[config.mk]
export PLATFORM = sky130hd
export DESIGN_NAME = caf_filter
export DESIGN_NICKNAME = d
export VERILOG_FILES = /design/src/caf_pkg.sv /design/src/caf_filter.sv
export SDC_FILE = /design/constraint.sdc
export NUM_CORES = 2
export LEC_CHECK = 0
export BUFFER_PORTS_ARGS = -buffer_cell sky130_fd_sc_hd__clkbuf_2
export CAP_MARGIN = 20
export CORE_ASPECT_RATIO = 1.2
export CORE_MARGIN = 1
export CORE_UTILIZATION = 25
export DETAILED_ROUTE_END_ITERATION = 8
export SKIP_CTS_REPAIR_TIMING = 1
export SYNTH_ARGS = -nofsm -noshare
export SYNTH_HDL_FRONTEND = slang
export SYNTH_SLANG_ARGS = --single-unit
[constraint.sdc]
create_clock -name pclk -period 15.5 [get_ports pclk]
set_input_delay 0 -clock pclk [delete_from_list [all_inputs] [get_ports pclk]]
set_output_delay 0 -clock pclk [all_outputs]
set_load 0.05 [all_outputs]
[src/caf_pkg.sv]
package caf_pkg;

  // ****************************************************************
  // Register byte offsets
  // ****************************************************************
  localparam logic [11:0] CAF_STD_MASK = 12'h000;
  localparam logic [11:0] CAF_EXT_MASK = 12'h004;
  localparam logic [11:0] CAF_MC15_MASK = 12'h008;
  localparam logic [11:0] CAF_MEDIA_ARB = 12'h00C;
  localparam logic [11:0] CAF_MEDIA_MASK = 12'h010;
  localparam logic [11:0] CAF_STATUS = 12'h014;
  localparam logic [11:0] CAF_CLEAR = 12'h018;
  localparam logic [11:0] CAF_ENABLE = 12'h01C;
  localparam logic [11:0] CAF_INFO = 12'h020;
  localparam logic [3:0] CAF_CENTER_PAGE = 4'h1;
  localparam logic [3:0] CAF_C_ARB = 4'h0;
  localparam logic [3:0] CAF_C_FMT = 4'h4;
  localparam logic [3:0] CAF_C_CTRL = 4'h8;
  localparam logic [3:0] CAF_C_RXDATA = 4'hC;

  // ****************************************************************
  // Field positions
  // ****************************************************************
  localparam int CAF_FMT_MEDIA_MASK_ENABLE = 0;
  localparam int CAF_FMT_IDME = 1;
  localparam int CAF_FMT_EXT = 2;
  localparam int CAF_FMT_DIR = 3;
  localparam int CAF_FMT_DLC = 4;
  localparam int CAF_CTRL_READY = 0;
  localparam int CAF_CTRL_RXIE = 1;
  localparam int CAF_CTRL_IRQ = 2;
  localparam int CAF_CTRL_TXPEND = 3;
  localparam int CAF_EV_ACCEPT = 0;
  localparam int CAF_EV_DISCARD = 1;
  localparam int CAF_EV_RELOAD = 2;
  localparam int CAF_STD_BITS = 11;
  localparam int CAF_EXT_BITS = 29;
  localparam logic [3:0] CAF_MAX_DLC = 4'h8;

  // ****************************************************************
  // Reset values
  // ****************************************************************
  localparam logic [28:0] CAF_MASK_RST = 29'h1FFFFFFF;
  localparam logic [15:0] CAF_MEDIA_MASK_RST = 16'h0000;
  localparam logic [7:0] CAF_FMT_RST = 8'h00;
  localparam logic [3:0] CAF_CTRL_RST = 4'h0;

  typedef enum logic [0:0] {
    CAF_IDLE = 1'b0,
    CAF_SCAN = 1'b1
  } caf_state_t;

endpackage

[src/caf_filter.sv]
// Chosen here: the address map and register access over APB.
`timescale 1ns/10ps

// Summary of operation
// - Acceptance testing starts only for frames flagged free of bit errors.
// - Ready centers tested in order 1 to 15; first pass takes the frame.
// - Five masks: standard, extended, center 15, media arbitration masks.
// - A center loads a frame only when all its enabled tests succeed.
// - Standard format compares 11 identifier bits, extended compares 29.
// - Identifier mask disabled means exact identifier match required.
// - Mask enabled compares only bits set in the format's global mask.
// - Center 15 masks with its own mask ANDed with the global mask.
// - Media mask enable adds matching of the first two data bytes.
// - Media bytes compare only where media mask bits are one.
// - Software sets direction of centers 1 to 14 and each center's 0 to 8 byte length.
// - Center 15 is receive only, with its own arbitration and mask.
// - After lost arbitration or error, reload lowest pending transmit center.
// - Receive interrupt enable makes a receipt set a software-cleared flag.
module caf_filter
  import caf_pkg::*;
#(
  parameter int NUM_CENTERS = 15
) (
  input wire logic pclk,
  input wire logic presetn,
  input wire logic psel,
  input wire logic penable,
  input wire logic pwrite,
  input wire logic [11:0] paddr,
  input wire logic [31:0] pwdata,
  output logic [31:0] prdata,
  output logic pready,
  output logic pslverr,
  input wire logic frame_valid,
  input wire logic frame_error_free,
  input wire logic frame_ext,
  input wire logic [28:0] frame_id,
  input wire logic [3:0] frame_dlc,
  input wire logic [7:0] frame_data1,
  input wire logic [7:0] frame_data2,
  output logic filter_busy,
  output logic accept_valid,
  output logic [3:0] accept_center,
  input wire logic tx_retry,
  input wire logic tx_done,
  output logic tx_load_valid,
  output logic [3:0] tx_load_center,
  output logic [28:0] tx_load_id,
  output logic tx_load_ext,
  output logic irq
);

  // ****************************************************************
  // State
  // ****************************************************************
  typedef struct packed {
    caf_state_t st;
    logic [3:0] idx;
    logic [28:0] rx_id;
    logic rx_ext;
    logic [3:0] rx_dlc;
    logic [15:0] rx_media;
    logic [10:0] std_mask;
    logic [28:0] ext_mask;
    logic [28:0] mc15_mask;
    logic [15:0] media_arb;
    logic [15:0] media_mask;
    logic [2:0] status;
    logic [2:0] irq_en;
    logic [NUM_CENTERS:1][28:0] arb;
    logic [NUM_CENTERS:1][7:0] fmt;
    logic [NUM_CENTERS:1][3:0] ctrl;
    logic [NUM_CENTERS:1][19:0] rxdata;
    logic [31:0] prdata;
    logic pslverr;
    logic acc_valid;
    logic [3:0] acc_center;
    logic tx_valid;
    logic [3:0] tx_center;
    logic [28:0] tx_id;
    logic tx_ext;
  } caf_regs_t;

  caf_regs_t s;
  caf_regs_t next_s;

  logic [3:0] wc;
  logic [3:0] ac;
  logic [28:0] eff_mask;
  logic [28:0] id_diff;
  logic id_ok;
  logic media_ok;
  logic fmt_ok;
  logic hit;
  logic [3:0] tx_sel;
  logic tx_found;
  logic center_irq;

  // ****************************************************************
  // Acceptance test of the center under scan
  // ****************************************************************
  always_comb begin
    ac = (s.idx == 4'h0) ? 4'h1 : s.idx;
    id_diff = (s.rx_id ^ s.arb[ac]) &
      (s.rx_ext ? CAF_MASK_RST : {18'h00000, 11'h7FF});
    if (!s.fmt[ac][CAF_FMT_IDME]) begin
      eff_mask = CAF_MASK_RST;
    end else if (s.rx_ext) begin
      eff_mask = s.ext_mask;
    end else begin
      eff_mask = {18'h00000, s.std_mask};
    end
    if (ac == 4'(NUM_CENTERS) && s.fmt[ac][CAF_FMT_IDME]) begin
      eff_mask = eff_mask & s.mc15_mask;
    end
    id_ok = ((id_diff & eff_mask) == 29'h00000000);
    fmt_ok = (s.fmt[ac][CAF_FMT_EXT] == s.rx_ext);
    media_ok = !s.fmt[ac][CAF_FMT_MEDIA_MASK_ENABLE] ||
      (((s.rx_media ^ s.media_arb) & s.media_mask) == 16'h0000);
    hit = s.ctrl[ac][CAF_CTRL_READY] && !s.fmt[ac][CAF_FMT_DIR] &&
      id_ok && fmt_ok && media_ok;
  end

  // ****************************************************************
  // Transmit reload priority pick
  // ****************************************************************
  always_comb begin
    tx_sel = 4'h1;
    tx_found = 1'b0;
    center_irq = 1'b0;
    for (int i = NUM_CENTERS; i >= 1; i--) begin
      if (s.ctrl[i][CAF_CTRL_READY] && s.ctrl[i][CAF_CTRL_TXPEND] &&
          s.fmt[i][CAF_FMT_DIR]) begin
        tx_sel = 4'(i);
        tx_found = 1'b1;
      end
      center_irq = center_irq | s.ctrl[i][CAF_CTRL_IRQ];
    end
  end

  // ****************************************************************
  // Next state: bus, scan and reload
  // ****************************************************************
  always_comb begin
    next_s = s;
    next_s.acc_valid = 1'b0;
    next_s.tx_valid = 1'b0;
    wc = paddr[7:4];
    // Read data and error captured in the setup cycle
    if (psel && !penable) begin
      next_s.pslverr = 1'b0;
      next_s.prdata = 32'h00000000;
      if (paddr == CAF_STD_MASK) begin
        next_s.prdata = {21'h000000, s.std_mask};
      end else if (paddr == CAF_EXT_MASK) begin
        next_s.prdata = {3'h0, s.ext_mask};
      end else if (paddr == CAF_MC15_MASK) begin
        next_s.prdata = {3'h0, s.mc15_mask};
      end else if (paddr == CAF_MEDIA_ARB) begin
        next_s.prdata = {16'h0000, s.media_arb};
      end else if (paddr == CAF_MEDIA_MASK) begin
        next_s.prdata = {16'h0000, s.media_mask};
      end else if (paddr == CAF_STATUS) begin
        next_s.prdata = {29'h00000000, s.status};
      end else if (paddr == CAF_CLEAR) begin
        next_s.prdata = 32'h00000000;
      end else if (paddr == CAF_ENABLE) begin
        next_s.prdata = {29'h00000000, s.irq_en};
      end else if (paddr == CAF_INFO) begin
        next_s.prdata = {27'h0000000, s.st == CAF_SCAN, s.acc_center};
      end else if (paddr[11:8] == CAF_CENTER_PAGE && wc != 4'h0 &&
                   wc <= 4'(NUM_CENTERS) && paddr[1:0] == 2'h0) begin
        if (paddr[3:0] == CAF_C_ARB) begin
          next_s.prdata = {3'h0, s.arb[wc]};
        end else if (paddr[3:0] == CAF_C_FMT) begin
          next_s.prdata = {24'h000000, s.fmt[wc]};
        end else if (paddr[3:0] == CAF_C_CTRL) begin
          next_s.prdata = {28'h0000000, s.ctrl[wc]};
        end else begin
          next_s.prdata = {12'h000, s.rxdata[wc]};
        end
      end else begin
        next_s.pslverr = 1'b1;
      end
    end
    // Transmit completion drops the pending request
    if (tx_done) begin
      next_s.ctrl[s.tx_center][CAF_CTRL_TXPEND] = 1'b0;
    end
    // Register writes in the access cycle
    if (psel && penable && pwrite && !s.pslverr) begin
      if (paddr == CAF_STD_MASK) begin
        next_s.std_mask = pwdata[10:0];
      end else if (paddr == CAF_EXT_MASK) begin
        next_s.ext_mask = pwdata[28:0];
      end else if (paddr == CAF_MC15_MASK) begin
        next_s.mc15_mask = pwdata[28:0];
      end else if (paddr == CAF_MEDIA_ARB) begin
        next_s.media_arb = pwdata[15:0];
      end else if (paddr == CAF_MEDIA_MASK) begin
        next_s.media_mask = pwdata[15:0];
      end else if (paddr == CAF_CLEAR) begin
        next_s.status = s.status & ~pwdata[2:0];
      end else if (paddr == CAF_ENABLE) begin
        next_s.irq_en = pwdata[2:0];
      end else if (paddr[11:8] == CAF_CENTER_PAGE) begin
        if (paddr[3:0] == CAF_C_ARB) begin
          next_s.arb[wc] = pwdata[28:0];
        end else if (paddr[3:0] == CAF_C_FMT) begin
          next_s.fmt[wc] = pwdata[7:0];
          if (pwdata[7:4] > CAF_MAX_DLC) begin
            next_s.fmt[wc][7:4] = CAF_MAX_DLC;
          end
          if (wc == 4'(NUM_CENTERS)) begin
            next_s.fmt[wc][CAF_FMT_DIR] = 1'b0;
          end
        end else if (paddr[3:0] == CAF_C_CTRL) begin
          next_s.ctrl[wc] = pwdata[3:0];
        end
      end
    end
    // Frame scan
    case (s.st)
      CAF_IDLE: begin
        if (frame_valid && frame_error_free) begin
          next_s.st = CAF_SCAN;
          next_s.idx = 4'h1;
          next_s.rx_id = frame_id;
          next_s.rx_ext = frame_ext;
          next_s.rx_dlc = frame_dlc;
          next_s.rx_media = {frame_data1, frame_data2};
        end
      end
      CAF_SCAN: begin
        if (hit) begin
          next_s.st = CAF_IDLE;
          next_s.rxdata[ac] = {s.rx_dlc, s.rx_media};
          next_s.acc_valid = 1'b1;
          next_s.acc_center = ac;
          next_s.status[CAF_EV_ACCEPT] = 1'b1;
          if (s.ctrl[ac][CAF_CTRL_RXIE]) begin
            next_s.ctrl[ac][CAF_CTRL_IRQ] = 1'b1;
          end
        end else if (s.idx >= 4'(NUM_CENTERS)) begin
          next_s.st = CAF_IDLE;
          next_s.status[CAF_EV_DISCARD] = 1'b1;
        end else begin
          next_s.idx = s.idx + 4'h1;
        end
      end
      default: begin
        next_s.st = CAF_IDLE;
      end
    endcase
    // Transmit buffer reload
    if (tx_retry && tx_found) begin
      next_s.tx_valid = 1'b1;
      next_s.tx_center = tx_sel;
      next_s.tx_id = s.arb[tx_sel];
      next_s.tx_ext = s.fmt[tx_sel][CAF_FMT_EXT];
      next_s.status[CAF_EV_RELOAD] = 1'b1;
    end
  end

  // ****************************************************************
  // State register
  // ****************************************************************
  always_ff @(posedge pclk or negedge presetn) begin
    if (!presetn) begin
      s <= '0;
      s.std_mask <= CAF_MASK_RST[10:0];
      s.ext_mask <= CAF_MASK_RST;
      s.mc15_mask <= CAF_MASK_RST;
      s.media_mask <= CAF_MEDIA_MASK_RST;
      s.tx_center <= 4'h1;
    end else begin
      s <= next_s;
    end
  end

  // ****************************************************************
  // Outputs
  // ****************************************************************
  assign prdata = s.prdata;
  assign pready = psel & penable;
  assign pslverr = psel & penable & s.pslverr;
  assign filter_busy = (s.st == CAF_SCAN);
  assign accept_valid = s.acc_valid;
  assign accept_center = s.acc_center;
  assign tx_load_valid = s.tx_valid;
  assign tx_load_center = s.tx_center;
  assign tx_load_id = s.tx_id;
  assign tx_load_ext = s.tx_ext;
  // Sticky events and center flags drive one level interrupt
  assign irq = (|(s.status & s.irq_en)) | center_irq;

endmodule

[Yosys cells after proc, flatten, opt, wreduce, memory -nomap -nowiden]
Cells that the tools add are included.
Storage, ports and cells
  logic and storage cells: 373
  input port bits: 103
  output and inout port bits: 76
  register bits after elaboration: 1150
Cells by class
  bitwise gates (word level): 40
  equality and inequality tests: 22
  mux-type cells: 144
  reductions and logical operators: 74
  add/sub/neg operators: 1
  magnitude comparators: 10
Operators by type and width (number)
  $mux 621: 6
  $mux 120: 14
  $mux 615: 2
  $mux 360: 2
  $mux 618: 1
  $bwmux 435: 1
  $mux 435: 1
  $mux 32: 12
  $bmux 29 s4: 3
  $bwmux 300: 1
  $bwmux 120: 2
  $mux 60: 4
  $mux 29: 8
  $mux 180: 1
  $and 120x120->120: 1
  $not 120->120: 1
  $demux 29 s4: 1
  $bmux 8 s4: 3
  $demux 8 s4: 3
  $mux 4: 23
  $and 29x29->29: 3
  $bmux 20 s4: 1
  $demux 20 s4: 1
  $and 60x60->60: 1
  other kinds (58): 195

[Longest topological paths before layout]
  depth in word-level cells: 35
  mapped depth: 21
  depth with buffers taken out: 13

[Least setup slack after synthesis]
No wires, ideal clock.
  path kind: register to register
  start point: register s[1145] in the netlist's numbering
  end point: register (tool-made name)
  setup slack: 10.515 ns
  stages on the path, launching flop included: 21
  clock period less this slack: 4.985 ns
  data arrival time: 4.857 ns
  path buffers: 7
  data required time: 15.372 ns
  setup time: 0.128 ns
  cells stage by stage: dfrtp_1 buf_6 buf_6 clkinv_1 buf_1 ha_1 clkbuf_2 nor3b_2 nor2_1 o31ai_2 or3_1 clkbuf_1 a21boi_1 a2111o_1 or4_1 or4_4 nor3b_2 buf_6 nand2_2 buf_6 mux2_1
RTL lines
  from (decl): line caf_filter.sv:84  | caf_regs_t s;
  from (signal assigned): line caf_filter.sv:277  | s <= next_s;

==> run summary <==
Data arrives at the worst endpoint at 8.09 ns. The worst hold path begins at frame_data2[7]. The post-route clock period utilization works out to 0.480.

After the last flow step, the layout net total stands at 5451. The clock tree synthesis step divided the H-tree into 4 levels. Transition time at the pin with the least slew margin: 1.20 ns. The number of storage elements in the synthesis netlist was 1147. Counting every instance in the synthesized netlist gives 5351. The Yosys step of the flow raised 0 warnings.

The tools report the largest net degree at the start of global routing as 182. The detail route stage leaves a number of antenna-violating nets equal to 0. The fraction of registers with async set or reset after synthesis was 1.00; the average cell area after synthesis was 11.7 um^2. The netlist area before placement is 62500 um^2, and the total number of vias is 48.1k. STA classifies the critical path endpoint as a flip-flop. In this design, the stage delay of the slowest critical-path cell is 0.85 ns.

Walking the worst path, the cells encountered are clkinv_1 > ha_1 > buf_4 > nor3b_2 > buf_4 > nor2_2 > a221oi_1 > o31a_1 > nor4b_1 > nand4_1 > o311a_1 > or4_4 > nor3b_2 > buf_4 > nand2_2 > mux2_1. From left edge to right edge, the die measures 458 um. After layout, the design draws a total of 8.70 mW. Proportion of layout cells with a drive suffix above 1: 0.350. The clock reaches the later pin of the worst-skew pair after 0.80 ns. The worst register-to-register path has a setup slack of 8.07 ns.

Clock skew on the completed layout was measured at 0.0389 ns. STA classifies the critical path startpoint as a flip-flop. TritonCTS built the clock tree. The worst hold path was traced through 4 stages. The power per standard cell area is 121 nW/um^2.

179 I/O pins were placed. The path type of the worst min-delay path was in -> reg. The critical path depth works out to 16. The die covers 252000 um^2. The critical path in this run is classified as reg -> reg. The total overflow left after global routing is 0. The tools report the final core utilization as 0.290. Initial antenna violation count: 24.

The worst path needs 7.43 ns of the cycle, external delays included. Static timing analysis puts the maximum clock frequency at 135 MHz. For the final routed database, the setup TNS stands at 0 ns. Setup violations remaining at the end of the flow were counted as 0. The tools report the root buffer cell as sky130_fd_sc_hd__clkbuf_16. The run finished, with violations left.

The final layout contains routed wiring with a total length of 243000 um. Tightest hold margin: -0.0351 ns. The number of design rule violations left after detail routing is 0. After clock tree synthesis, the clock-pin slew on the worst setup and hold paths is 0.06 ns.

The number of cells on the worst reg-to-reg path is 16. Counting stages on the worst path, the most repeated cell is sky130_fd_sc_hd__buf_4. The via count of the first global-routing pass came out at 47.2k. The tools report the count of TritonRoute iterations in the first routing pass as 8. In the final routed layout, each cell accounts on average for 27.6 um. The number of hold violations in the final report is 3, and the y dimension of the die is 550 um. Kind of cell adding the most delay to the critical path: simple AND/OR/NAND/NOR gates. The via-per-instance ratio was 5.48. The worst max-slew margin expressed relative to the limit came out at 0.198. The max capacitance violation total came out at 0. The number of enable flip-flop cells after synthesis is 0, and the maximum buffer depth of the clock tree is 3.

The core outline area was 248000 um^2. The origin of the critical flop-to-flop path was s[1145]. Synthesis instantiated 96 different standard cells from the library.

The detailed router finished its first iteration with 6248 violations. The tree built by TritonCTS fans out to 1147 sinks. The initial core utilization was 0.252. Setup repair after global routing left no endpoint under its margin.

The total of buffers placed on input and output ports is 172. The proportion of synthesized chip area in sequential cells was 0.461. The routability congestion estimate is 0.933, and the half-perimeter wire length after detailed placement is 151000 um. For the worst setup path, the data required time is 16.15 ns. Highest net fanout along the worst path: 25. The master of the slowest instance on the critical path was sky130_fd_sc_hd__nor2_2. Leakage dissipation: 32.6 nW.

For the total global routing track utilization, the log shows 0.187. VDD sags by at most 0.159 mV. Together, buffers and inverters on the worst path number 4. The run gives 0 as the number of pins exceeding their max-slew limit in the final report. The floorplan has 200 rows. The final reports fail on negative hold slack. The end point of the worst hold path is s[1102]. The wire length of the first global-routing pass was 347000 um; the TritonCTS buffer count was 132. Area overhead of the layout relative to synthesis: 15.2%. In the synthesized netlist the dominant register cell turns out to be sky130_fd_sc_hd__dfrtp_1.
## cell type report
type / instances / area, um^2
Clock buffer: 204 / 3870
Multi-Input combinational cell: 3614 / 31200
Inverter: 25 / 93.8
Antenna cell: 5 / 12.5
Sequential cell: 1147 / 28800
Clock inverter: 38 / 579
Timing Repair Buffer: 425 / 3280
Tap cell: 3333 / 4170
Fill cell: 25216 / 176000
## cell families (layout without fill, tap and decap cells)
group           Yosys count  after routing  synth area share
compound gates          939            939            0.0998
xor+xnor                 37             37           0.00518
simple gates           1219           1219            0.0883
flops                  1147           1147             0.461
buf+inv                 592            692            0.0443
other cells               1              8         0.0000600
mux                    1413           1413             0.301
fa+ha+maj                 3              3          0.000601
## routing by layer
layer | wire length, um | GRT usage
met1 | 93600 | 0.236
met2 | 108000 | 0.288
met3 | 24300 | 0.0480
met4 | 16600 | 0.113
met5 | 108 | 0
## power by group
group | switching [mW] | internal, mW | total (mW)
clock | 1.38 | 1.84 | 3.22
sequential | 0.212 | 3.07 | 3.28
combinational | 1.56 | 0.637 | 2.20
## placed cells by master (no fill, tap or decap), types with 128 or more instances in the layout
cell,Yosys,final
sky130_fd_sc_hd__mux2i_1,128,128
sky130_fd_sc_hd__nand3_1,142,138
sky130_fd_sc_hd__o21ai_0,227,226
sky130_fd_sc_hd__mux2_2,937,937
sky130_fd_sc_hd__nor2_1,252,246
sky130_fd_sc_hd__clkbuf_16,0,132
sky130_fd_sc_hd__a21oi_1,192,192
sky130_fd_sc_hd__nand2_1,578,570
sky130_fd_sc_hd__mux4_2,249,249
sky130_fd_sc_hd__clkbuf_2,2,167
sky130_fd_sc_hd__dfrtp_1,1077,1073
## stage by stage
step                      setup slack [ns]  std cells  cell area, um^2  hold WS [ns]
after floorplan                      10.52       5353            62500        -0.296
after global placement                8.42       8416            66100       0.00677
after detailed placement              8.43       8422            66200        0.0152
after CTS                             8.41       8664            70700        -0.821
after global routing                  8.17       8789            72000       0.00743
final                                 8.07       8791            72000       -0.0351
## worst max path at each step
stage / from / slack [ns] / end
2_1_floorplan: s[1145] / 10.52 / flip-flop
3_3_place_gp: s[1145] / 8.42 / flip-flop
3_5_place_dp: s[1145] / 8.43 / flip-flop
4_1_cts: s[1145] / 8.41 / flip-flop
5_1_grt: s[1145] / 8.17 / flip-flop
6_report: s[1145] / 8.07 / flip-flop
## tightest hold or removal path, delay by kind of cell
kind	cells	cell delay, ns
simple gates	2	0.09
buf+inv	2	0.64
## cells in the mapped netlist (38+ instances only)
master	n	area share
sky130_fd_sc_hd__buf_2	41	0.0033
sky130_fd_sc_hd__a22oi_1	38	0.0046
sky130_fd_sc_hd__buf_1	53	0.0032
sky130_fd_sc_hd__nand4_1	46	0.0046
sky130_fd_sc_hd__mux2_2	937	0.17
sky130_fd_sc_hd__a21oi_1	192	0.015
sky130_fd_sc_hd__buf_4	78	0.0094
sky130_fd_sc_hd__mux4_2	249	0.090
sky130_fd_sc_hd__a22o_1	69	0.0097
sky130_fd_sc_hd__mux2_4	70	0.017
sky130_fd_sc_hd__mux2i_1	128	0.020
sky130_fd_sc_hd__o21ai_0	227	0.018
sky130_fd_sc_hd__nand3_1	142	0.011
sky130_fd_sc_hd__dfstp_2	70	0.029
sky130_fd_sc_hd__nor2_1	252	0.015
sky130_fd_sc_hd__nand2_1	578	0.035
sky130_fd_sc_hd__dfrtp_1	1077	0.43
sky130_fd_sc_hd__o22ai_1	61	0.0061
sky130_fd_sc_hd__o211ai_1	118	0.014
sky130_fd_sc_hd__clkbuf_1	366	0.022
sky130_fd_sc_hd__a211oi_1	44	0.0053
Power figures use the tool's default switching activity.
